==> src/common/bmc_map.svh <==
// constants, offsets and timing counts of the battery measure block
`ifndef BMC_MAP_SVH
`define BMC_MAP_SVH

// clocks
`define BMC_REF_HZ 20000000
`define BMC_TB_HZ 32768
`define BMC_TB_DIV (`BMC_REF_HZ / `BMC_TB_HZ)

// measurement schedule, seconds
`define BMC_MEAS_PERIOD_S 4
`define BMC_TEMP_PERIOD_S 16
`define BMC_MEAS_TICKS (`BMC_MEAS_PERIOD_S * `BMC_TB_HZ)
`define BMC_TEMP_PER_MEAS (`BMC_TEMP_PERIOD_S / `BMC_MEAS_PERIOD_S)

// converter cycles, in time base periods, current cycle length given in ms
`define BMC_VT_TICKS 8192
`define BMC_CUR_MS 500
`define BMC_CUR_TICKS (`BMC_CUR_MS * `BMC_TB_HZ / 1000)

// result scaling
`define BMC_VOLT_SHIFT 2
`define BMC_TEMP_SHIFT 5
`define BMC_TEMP_OFFSET 40
`define BMC_TEMP_MAX 125
`define BMC_CUR_MAX 8191
`define BMC_CUR_MIN (-8192)

// reset values
`define BMC_MODE_RST 1'b1
`define BMC_CC_CNF_RST 16'h018B
`define BMC_VM_CNF_RST 12'h141
`define BMC_TAB_RST 8'h00

// estimator arithmetic
`define BMC_SOC_SHIFT 12
`define BMC_OCV_SHIFT_BASE 2
`define BMC_OCV_GAIN_HI 11
`define BMC_OCV_GAIN_LO 10

`endif

==> src/common/bmc_pkg.sv <==
// types shared by the battery measure block
package bmc_pkg;
   typedef enum logic [1:0] {
      CH_CURRENT = 2'b00,
      CH_VOLTAGE = 2'b01,
      CH_TEMP = 2'b10
   } bmc_chan_e;

   typedef enum logic [1:0] {
      SQ_IDLE = 2'b00,
      SQ_ISSUE = 2'b01,
      SQ_WAIT = 2'b10
   } bmc_seq_e;

   typedef struct packed {
      logic valid;
      bmc_chan_e chan;
      logic [15:0] data;
   } bmc_result_s;

   typedef struct packed {
      logic wr;
      logic [15:0] data;
   } bmc_wr_s;
endpackage : bmc_pkg

==> src/hw/bmc_conv.sv <==
// sigma-delta conversion counter for current, voltage and temperature
`timescale 1ns/100ps
`default_nettype none
`include "bmc_map.svh"

module bmc_conv
   import bmc_pkg::*;
(
   input wire logic clk,
   input wire logic rst_n,
   input wire logic ce,
   input wire logic tick,
   input wire logic start,
   input var bmc_chan_e chan,
   input wire logic adc_bit,
   output logic busy,
   output bmc_chan_e chan_q,
   output bmc_result_s result
);
   logic [14:0] cnt_q;
   logic [14:0] ones_q;
   logic [14:0] last_w;
   logic [14:0] ones_w;

   // -----------------------------------------------------------------
   // result scaling
   // -----------------------------------------------------------------
   function automatic logic [15:0] scale(bmc_chan_e c, logic [14:0] n);
      logic signed [16:0] v;
      v = 17'sd0;
      unique case (c)
         CH_CURRENT: begin
            v = $signed({2'b00, n}) + 17'(`BMC_CUR_MIN);
            if (v > 17'(`BMC_CUR_MAX)) v = 17'(`BMC_CUR_MAX);
         end
         CH_VOLTAGE: v = $signed({2'b00, n >> `BMC_VOLT_SHIFT});
         CH_TEMP: begin
            v = $signed({2'b00, n >> `BMC_TEMP_SHIFT})
               - 17'(`BMC_TEMP_OFFSET);
            if (v > 17'(`BMC_TEMP_MAX)) v = 17'(`BMC_TEMP_MAX);
         end
         default: v = 17'sd0;
      endcase
      return v[15:0];
   endfunction : scale

   assign last_w = (chan_q == CH_CURRENT) ? 15'(`BMC_CUR_TICKS - 1)
                                          : 15'(`BMC_VT_TICKS - 1);
   assign ones_w = ones_q + {14'h0000, adc_bit};

   // -----------------------------------------------------------------
   // cycle counter
   // -----------------------------------------------------------------
   // one conversion at a time
   always_ff @(posedge clk or negedge rst_n) begin
      if (!rst_n) begin
         busy <= 1'b0;
         chan_q <= CH_VOLTAGE;
         cnt_q <= 15'h0000;
         ones_q <= 15'h0000;
      end else if (ce) begin
         if (start && !busy) begin
            busy <= 1'b1;
            chan_q <= chan;
            cnt_q <= 15'h0000;
            ones_q <= 15'h0000;
         end else if (busy && tick) begin
            ones_q <= ones_w;
            cnt_q <= cnt_q + 15'h0001;
            if (cnt_q == last_w) busy <= 1'b0;
         end
      end
   end

   always_ff @(posedge clk or negedge rst_n) begin
      if (!rst_n) begin
         result <= '0;
      end else if (ce) begin
         result.valid <= busy && tick && (cnt_q == last_w);
         result.chan <= chan_q;
         if (busy && tick && (cnt_q == last_w))
            result.data <= scale(chan_q, ones_w);
      end
   end
endmodule : bmc_conv
`default_nettype wire

==> src/hw/bmc_sched.sv <==
// conversion slot scheduler for mixed and voltage-only modes
`timescale 1ns/100ps
`default_nettype none
`include "bmc_map.svh"

module bmc_sched
   import bmc_pkg::*;
#(
   parameter int unsigned MEAS_TICKS = `BMC_MEAS_TICKS
)
(
   input wire logic clk,
   input wire logic rst_n,
   input wire logic ce,
   input wire logic tick,
   input wire logic mode_volt,
   input wire logic conv_busy,
   output logic start,
   output bmc_chan_e chan,
   output logic volt_due
);
   localparam int W = $clog2(MEAS_TICKS);
   logic [W-1:0] meas_cnt_q;
   logic [1:0] temp_cnt_q;
   logic temp_due_q;
   logic wrap;
   logic go;
   bmc_seq_e st_q;

   assign wrap = tick && (meas_cnt_q == W'(MEAS_TICKS - 1));
   assign go = (st_q == SQ_IDLE)
      && (volt_due || temp_due_q || !mode_volt);

   // -----------------------------------------------------------------
   // 4 s and 16 s time marks
   // -----------------------------------------------------------------
   always_ff @(posedge clk or negedge rst_n) begin
      if (!rst_n) begin
         meas_cnt_q <= '0;
         temp_cnt_q <= 2'b00;
      end else if (ce && tick) begin
         meas_cnt_q <= wrap ? '0 : meas_cnt_q + 1'b1;
         if (wrap)
            temp_cnt_q <= temp_cnt_q + 2'b01;
      end
   end

   // voltage every 4 s, temperature every 16 s
   always_ff @(posedge clk or negedge rst_n) begin
      if (!rst_n) begin
         volt_due <= 1'b1;
         temp_due_q <= 1'b0;
      end else if (ce) begin
         if (wrap)
            volt_due <= 1'b1;
         else if (go && volt_due)
            volt_due <= 1'b0;
         if (wrap && temp_cnt_q == 2'(`BMC_TEMP_PER_MEAS - 1))
            temp_due_q <= 1'b1;
         else if (go && !volt_due && temp_due_q)
            temp_due_q <= 1'b0;
      end
   end

   // -----------------------------------------------------------------
   // slot issue
   // -----------------------------------------------------------------
   always_ff @(posedge clk or negedge rst_n) begin
      if (!rst_n) begin
         st_q <= SQ_IDLE;
         start <= 1'b0;
         chan <= CH_VOLTAGE;
      end else if (ce) begin
         start <= 1'b0;
         unique case (st_q)
            SQ_IDLE: begin
               if (go) begin
                  st_q <= SQ_ISSUE;
                  start <= 1'b1;
                  if (volt_due)
                     chan <= CH_VOLTAGE;
                  else if (temp_due_q)
                     chan <= CH_TEMP;
                  // no current slots in voltage-only mode
                  else
                     chan <= CH_CURRENT;
               end
            end
            SQ_ISSUE: st_q <= SQ_WAIT;
            SQ_WAIT: if (!conv_busy) st_q <= SQ_IDLE;
            default: st_q <= SQ_IDLE;
         endcase
      end
   end
endmodule : bmc_sched
`default_nettype wire

==> src/hw/bmc_gauge.sv <==
// battery measurement sequencer and charge accumulator, top level
`timescale 1ns/100ps
`default_nettype none
`include "bmc_map.svh"

module bmc_gauge
   import bmc_pkg::*;
#(
   parameter int unsigned MEAS_TICKS = `BMC_MEAS_TICKS,
   parameter int unsigned TB_DIV = `BMC_TB_DIV,
   parameter int unsigned TAB_DEPTH = 16,
   parameter int unsigned TAB_W = 8
)
(
   input wire logic REF_CLK,
   input wire logic RESET_N,
   input wire logic CLK_EN,
   input wire logic ADC_BIT,
   input wire logic MODE_WR,
   input wire logic MODE_WDATA,
   input wire logic SOC_WR,
   input wire logic [15:0] SOC_WDATA,
   input wire logic CC_CNF_WR,
   input wire logic [15:0] CC_CNF_WDATA,
   input wire logic VM_CNF_WR,
   input wire logic [11:0] VM_CNF_WDATA,
   input wire logic TAB_WR,
   input wire logic [$clog2(TAB_DEPTH)-1:0] TAB_IDX,
   input wire logic [TAB_W-1:0] TAB_WDATA,
   output logic CONV_MODE_SELECT,
   output logic ADC_RUN,
   output logic [1:0] ADC_CHAN,
   output logic [11:0] VOLTAGE,
   output logic [7:0] TEMPERATURE,
   output logic [13:0] CURRENT,
   output logic [31:0] CHARGE_ACC,
   output logic [15:0] CONV_COUNT,
   output logic [15:0] SOC,
   output logic [15:0] CHARGE_SCALE_CONFIG,
   output logic [11:0] VOLTAGE_MODEL_CONFIG,
   output logic [11:0] OPEN_CIRCUIT_ESTIMATE,
   output logic [TAB_W-1:0] TAB_RDATA
);
   localparam int DW = $clog2(TB_DIV);

   // -----------------------------------------------------------------
   // reset release and time base
   // -----------------------------------------------------------------
   logic rst_meta_q;
   logic rst_n_q;
   logic [DW-1:0] div_q;
   logic tick_q;

   always_ff @(posedge REF_CLK or negedge RESET_N) begin
      if (!RESET_N) begin
         rst_meta_q <= 1'b0;
         rst_n_q <= 1'b0;
      end else begin
         rst_meta_q <= 1'b1;
         rst_n_q <= rst_meta_q;
      end
   end

   always_ff @(posedge REF_CLK or negedge rst_n_q) begin
      if (!rst_n_q) begin
         div_q <= '0;
         tick_q <= 1'b0;
      end else if (CLK_EN) begin
         tick_q <= (div_q == DW'(TB_DIV - 1));
         div_q <= (div_q == DW'(TB_DIV - 1)) ? '0 : div_q + 1'b1;
      end
   end

   // -----------------------------------------------------------------
   // host control values
   // -----------------------------------------------------------------
   bmc_wr_s soc_wr;
   logic mode_q;
   logic [15:0] cc_cnf_q;
   logic [11:0] vm_cnf_q;

   assign soc_wr.wr = SOC_WR;
   assign soc_wr.data = SOC_WDATA;

   always_ff @(posedge REF_CLK or negedge rst_n_q) begin
      if (!rst_n_q)
         mode_q <= `BMC_MODE_RST;
      // mode may change at any time
      else if (CLK_EN && MODE_WR)
         mode_q <= MODE_WDATA;
   end

   always_ff @(posedge REF_CLK or negedge rst_n_q) begin
      if (!rst_n_q)
         cc_cnf_q <= `BMC_CC_CNF_RST;
      else if (CLK_EN && CC_CNF_WR)
         cc_cnf_q <= CC_CNF_WDATA;
   end

   always_ff @(posedge REF_CLK or negedge rst_n_q) begin
      if (!rst_n_q)
         vm_cnf_q <= `BMC_VM_CNF_RST;
      else if (CLK_EN && VM_CNF_WR)
         vm_cnf_q <= VM_CNF_WDATA;
   end

   // -----------------------------------------------------------------
   // rest voltage curve table
   // -----------------------------------------------------------------
   logic [TAB_W-1:0] tab_q [TAB_DEPTH];
   logic [TAB_W-1:0] tab_rd_q;

   for (genvar i = 0; i < TAB_DEPTH; i++) begin : g_tab
      always_ff @(posedge REF_CLK or negedge rst_n_q) begin
         if (!rst_n_q)
            tab_q[i] <= `BMC_TAB_RST;
         else if (CLK_EN && TAB_WR && TAB_IDX == i)
            tab_q[i] <= TAB_WDATA;
      end
   end

   always_ff @(posedge REF_CLK or negedge rst_n_q) begin
      if (!rst_n_q)
         tab_rd_q <= `BMC_TAB_RST;
      else if (CLK_EN)
         tab_rd_q <= tab_q[TAB_IDX];
   end

   // -----------------------------------------------------------------
   // scheduler and converter
   // -----------------------------------------------------------------
   logic conv_start;
   logic conv_busy;
   logic volt_due;
   bmc_chan_e sched_chan;
   bmc_chan_e conv_chan;
   bmc_result_s res;

   bmc_sched #(
      .MEAS_TICKS(MEAS_TICKS)
   ) u_sched (
      .clk(REF_CLK),
      .rst_n(rst_n_q),
      .ce(CLK_EN),
      .tick(tick_q),
      .mode_volt(mode_q),
      .conv_busy(conv_busy),
      .start(conv_start),
      .chan(sched_chan),
      .volt_due(volt_due)
   );

   bmc_conv u_conv (
      .clk(REF_CLK),
      .rst_n(rst_n_q),
      .ce(CLK_EN),
      .tick(tick_q),
      .start(conv_start),
      .chan(sched_chan),
      .adc_bit(ADC_BIT),
      .busy(conv_busy),
      .chan_q(conv_chan),
      .result(res)
   );

   logic adc_run_q;
   logic [1:0] adc_chan_q;

   always_ff @(posedge REF_CLK or negedge rst_n_q) begin
      if (!rst_n_q) begin
         adc_run_q <= 1'b0;
         adc_chan_q <= CH_VOLTAGE;
      end else if (CLK_EN) begin
         adc_run_q <= conv_busy;
         adc_chan_q <= conv_chan;
      end
   end

   // -----------------------------------------------------------------
   // result registers
   // -----------------------------------------------------------------
   logic cur_done;
   logic [11:0] volt_q;
   logic [7:0] temp_q;
   logic [13:0] cur_q;

   assign cur_done = res.valid && res.chan == CH_CURRENT;

   always_ff @(posedge REF_CLK or negedge rst_n_q) begin
      if (!rst_n_q)
         volt_q <= '0;
      else if (CLK_EN && res.valid && res.chan == CH_VOLTAGE)
         volt_q <= res.data[11:0];
   end

   always_ff @(posedge REF_CLK or negedge rst_n_q) begin
      if (!rst_n_q)
         temp_q <= '0;
      else if (CLK_EN && res.valid && res.chan == CH_TEMP)
         temp_q <= res.data[7:0];
   end

   // load only before a voltage slot
   always_ff @(posedge REF_CLK or negedge rst_n_q) begin
      if (!rst_n_q)
         cur_q <= '0;
      else if (CLK_EN && cur_done && volt_due)
         cur_q <= res.data[13:0];
   end

   // -----------------------------------------------------------------
   // charge counting
   // -----------------------------------------------------------------
   logic count_en;
   logic [31:0] acc_q;
   logic [15:0] cnt_q;
   logic [31:0] soc_frac_q;
   logic signed [32:0] prod;

   assign count_en = cur_done && !mode_q;
   assign prod = $signed(res.data) * $signed({1'b0, cc_cnf_q});

   always_ff @(posedge REF_CLK or negedge rst_n_q) begin
      if (!rst_n_q) begin
         acc_q <= '0;
         cnt_q <= '0;
      end else if (CLK_EN) begin
         if (soc_wr.wr) begin
            acc_q <= '0;
            cnt_q <= '0;
         end else if (count_en) begin
            acc_q <= acc_q + 32'($signed(res.data));
            cnt_q <= cnt_q + 16'h0001;
         end
      end
   end

   always_ff @(posedge REF_CLK or negedge rst_n_q) begin
      if (!rst_n_q)
         soc_frac_q <= '0;
      else if (CLK_EN && soc_wr.wr)
         soc_frac_q <= 32'({soc_wr.data, `BMC_SOC_SHIFT'(0)});
      // state held, not cleared, across mode changes
      else if (CLK_EN && count_en)
         soc_frac_q <= soc_frac_q + 32'(prod);
   end

   // -----------------------------------------------------------------
   // open circuit voltage estimator
   // -----------------------------------------------------------------
   logic ocv_init_q;
   logic [11:0] ocv_q;
   logic signed [12:0] ocv_diff;
   logic signed [12:0] ocv_step;
   logic [2:0] ocv_shift;

   assign ocv_shift = 3'(`BMC_OCV_SHIFT_BASE)
      + {1'b0, vm_cnf_q[`BMC_OCV_GAIN_HI:`BMC_OCV_GAIN_LO]};
   assign ocv_diff = $signed({1'b0, res.data[11:0]})
      - $signed({1'b0, ocv_q});
   assign ocv_step = ocv_diff >>> ocv_shift;

   always_ff @(posedge REF_CLK or negedge rst_n_q) begin
      if (!rst_n_q) begin
         ocv_init_q <= 1'b0;
         ocv_q <= '0;
      end else if (CLK_EN && res.valid && res.chan == CH_VOLTAGE) begin
         ocv_init_q <= 1'b1;
         ocv_q <= ocv_init_q ? ocv_q + ocv_step[11:0] : res.data[11:0];
      end
   end

   // -----------------------------------------------------------------
   // outputs
   // -----------------------------------------------------------------
   // values exposed as plain register ports
   assign CONV_MODE_SELECT = mode_q;
   assign ADC_RUN = adc_run_q;
   assign ADC_CHAN = adc_chan_q;
   assign VOLTAGE = volt_q;
   assign TEMPERATURE = temp_q;
   assign CURRENT = cur_q;
   assign CHARGE_ACC = acc_q;
   assign CONV_COUNT = cnt_q;
   assign SOC = soc_frac_q[`BMC_SOC_SHIFT+15:`BMC_SOC_SHIFT];
   assign CHARGE_SCALE_CONFIG = cc_cnf_q;
   assign VOLTAGE_MODEL_CONFIG = vm_cnf_q;
   assign OPEN_CIRCUIT_ESTIMATE = ocv_q;
   assign TAB_RDATA = tab_rd_q;
endmodule : bmc_gauge
`default_nettype wire

==> config.mk <==
export PLATFORM = sky130hd
export DESIGN_NAME = bmc_gauge
export DESIGN_NICKNAME = d
export VERILOG_FILES = /design/src/common/bmc_pkg.sv /design/src/hw/bmc_conv.sv /design/src/hw/bmc_sched.sv /design/src/hw/bmc_gauge.sv
export VERILOG_INCLUDE_DIRS = /design/src /design/src/common
export SDC_FILE = /design/constraint.sdc
export NUM_CORES = 1
export LEC_CHECK = 0
export ABC_CLOCK_PERIOD_IN_PS = 15450
export BUFFER_PORTS_ARGS = -buffer_cell sky130_fd_sc_hd__buf_4
export CORE_MARGIN = 8
export CORE_UTILIZATION = 30
export DETAILED_ROUTE_END_ITERATION = 16
export PLACE_DENSITY = 0.56
export SYNTH_ARGS = -nofsm -noshare
export SYNTH_HDL_FRONTEND = slang
export SYNTH_HIERARCHICAL = 1
export SYNTH_SLANG_ARGS = --single-unit
export TNS_END_PERCENT = 50
==> constraint.sdc <==
create_clock -name REF_CLK -period 15.45 [get_ports REF_CLK]
set_clock_uncertainty 0.05 [all_clocks]
set_input_delay 1.545 -clock REF_CLK [delete_from_list [all_inputs] [get_ports REF_CLK]]
set_output_delay 1.545 -clock REF_CLK [all_outputs]
set_load 0.01 [all_outputs]
==> results.cfg <==
[status]
status = completed

[sta]
setup_viol = 0
tightest_slew_ns = 1.076
fmax_mhz = 150.2
maxSlewHeadroom_pct = 27.64
setup_slack_ns = 8.793
fin_tns_setup_ns = 0
hold_viol = 0
fin_crit_sh_pct = 43.09
finalMaxSlewViolations = 0
period_needed_ns = 6.657
rsz0062_at_grt = no

[setup_path]
cp.arrival_ns = 7.14
reg2reg_slack_ns = 8.79
critPathKind = flip-flop to flip-flop
start_kind = flip-flop
reg2regPathDepth = 21
required_ns = 15.93
worstSetupEndpointType = flip-flop
cp_max_fo = 23

[logic_synthesis]
synth_top_area_share_pct = 31.83
synth.most_common_cell = dfrtp_1
ys_top_cells_by_area = dfrtp_1, fa_1, mux2_2
syn_nets = 3287
synth.largest_area_cell = dfrtp_1
synth_cells = 2841
syn_avg_cell_area_um2 = 10.21
synth_edf_count = 0
synth-main-ff-cell = dfrtp_1
synth_cell_type_count = 82
ys_seq_area_share_pct = 33.01
yosys_warnings = 6
syn_area_um2 = 29010
synthTopCellsByCount = dfrtp_1, inv_1, nand2_1
ys_ff_latch = 382
async_reset_ff_share_pct = 100.0

[placement]
gp_routability_congestion = 0.8514
preCtsSetupSlack_ns = 8.735
dp_hpwl_mm = 59.37
port_buffers = 215

[pwr]
vdd_ir_drop_max_uv = 84.60
power_density_nw_per_um2 = 84.24
total_leakage_power_nw = 16.35

[finish]
area_delta_synth_final_pct = 15.48
fillers = 9729
drive_gt1_share_pct = 20.22
finalNetCount = 3437

[detailed_routing]
drtAntennaViolNets = 0
routed_wl_mm = 80.10
first_iter_violations = 1364
dr.pass1.iters = 6
vias_per_cell = 4.832
vias = 20820
drc = 0
wl_per_cell_um = 18.59

[clock_network]
holdBufCountCts = 0
clkLatencyLatePin_ns = 0.61
h-tree-depth = 2
cts_sinks = 382
cts_resized = 0
cts_setup_buffers = 0
path_clk_slew_ns = 0.07
cts_tree = done
cts_root_buffer = clkbuf_16
cts_buffer_depth = 3
cts_inserted_buffers = 48

[global_route]
grt_usage_pct = 14.90
grt_pass1_vias = 21650
grt_max_degree = 160
grt_pass1_wl_mm = 127.5
grt-ovfl-total = 0
grt_antenna_before_repair = 1

[job]
maxCapViolations = 0

[worst_hold_path]
hp-class = flip-flop to asynchronous set/reset pin

[floorplanning]
initial_core_util_pct = 30.13
io_pins = 216
die_h_um = 326.9
core-area_um2 = 96280
dieArea_um2 = 106900
die_w_um = 326.9
rows = 114
## per-layer routing
layer / vias up / track usage, % / wire length [um]
li1: 9746 / - / -
met1: 10470 / 19.75 / 35440
met2: 492 / 24.23 / 37140
met3: 109 / 3.714 / 5414
met4: 0 / 3.961 / 2102
met5: - / 0 / 0
## flip-flops by register name (all words and copies together) (netlist names), 8 cells and up
register / flops
u_conv/cnt_q: 15
VOLTAGE_MODEL_CONFIG: 12
CHARGE_ACC: 32
CHARGE_SCALE_CONFIG: 16
VOLTAGE: 12
u_conv/ones_q: 15
u_sched/meas_cnt_q: 17
TEMPERATURE: 8
div_q: 10
TAB_RDATA: 8
u_conv/result: 19
OPEN_CIRCUIT_ESTIMATE: 12
tab_q: 128
soc_frac_q: 28
CONV_COUNT: 16
CURRENT: 14
## logic make-up after synthesis
kind of cell               after synthesis  synth area share [%]
buffers and inverters                  494                 6.811
AOI/OAI and AO/OA                      390                 8.644
and+or+nand+nor                        793                 13.52
DFF                                    382                 33.01
muxes                                  267                 11.83
xor gates and xnor gates               134                 4.111
adders and majority gates              380                 22.06
other                                    1               0.01293
## critical path: stages (launching register included)
cell and delay (ns):
dfrtp_1 0.70, and2_1 0.32, fa_1 0.54, inv_1 0.06, fa_1 0.56, fa_1 0.44
fa_1 0.49, inv_1 0.05, fa_1 0.53, inv_1 0.05, fa_1 0.53, inv_1 0.04
ha_1 0.33, a21o_1 0.17, a21oi_1 0.25, o211ai_2 0.16, a41o_1 0.35, a221oi_4 0.37
o21ai_1 0.15, a21oi_1 0.18, o21ai_1 0.10, a21oi_1 0.13
## placed cells by master, fill, tap and decap left out, types with 61 or more instances in the layout
cell and count:
nand2_1 304, nor2_1 137, o21ai_0 119, mux2_2 206, xnor2_1 72, inv_1 349, xor2_1 61, a21oi_1 84
ha_1 161, buf_4 242, dfrtp_1 368, fa_1 219, and2_1 134
## final timing paths
kind	end	start
min in group REF_CLK	rst_n_q	rst_meta_q
max reg2reg	soc_frac_q[25]	u_conv/result[6]
max	soc_frac_q[25]	u_conv/result[6]
min	CONV_COUNT[11]	rst_n_q
min reg2reg	CONV_COUNT[11]	rst_n_q
max in group asynchronous	TEMPERATURE[5]	rst_n_q
## stage by stage
stage	power, mW	area [um2]	util, %	cells	hold WS [ns]
6_report	2.822	33500	34.79	4308	0.2902
5_1_grt	2.958	33490	34.79	4307	0.3018
4_1_cts	2.869	33490	34.79	4307	0.2976
3_5_place_dp	1.632	31790	33.02	4217	0.2847
3_3_place_gp	1.622	31790	33.02	4217	0.2818
2_1_floorplan	1.476	29010	-	2841	0.2812
## where the power goes
| group | switching, mW | internal [mW] | leakage [nW] |
|---|---|---|---|
| clock network | 0.478 | 0.735 | 0.824 |
| logic | 0.175 | 0.199 | 10.5 |
| registers | 0.121 | 1.11 | 5.01 |
| total | 0.774 | 2.05 | 16.3 |
## cell type report
type / instances / area (um2) / share of cell area, %
well taps: 1276 / 1597 / 4.766
repair buffers: 243 / 1837 / 5.484
inverters: 351 / 1318 / 3.933
clock buffers: 70 / 1364 / 4.072
clock inverters: 20 / 335.3 / 1.001
flip-flops and latches: 382 / 9579 / 28.60
diodes: 1 / 2.502 / 0.007471
multi-input cells: 1965 / 17460 / 52.14
Power figures use the tool's default switching activity.
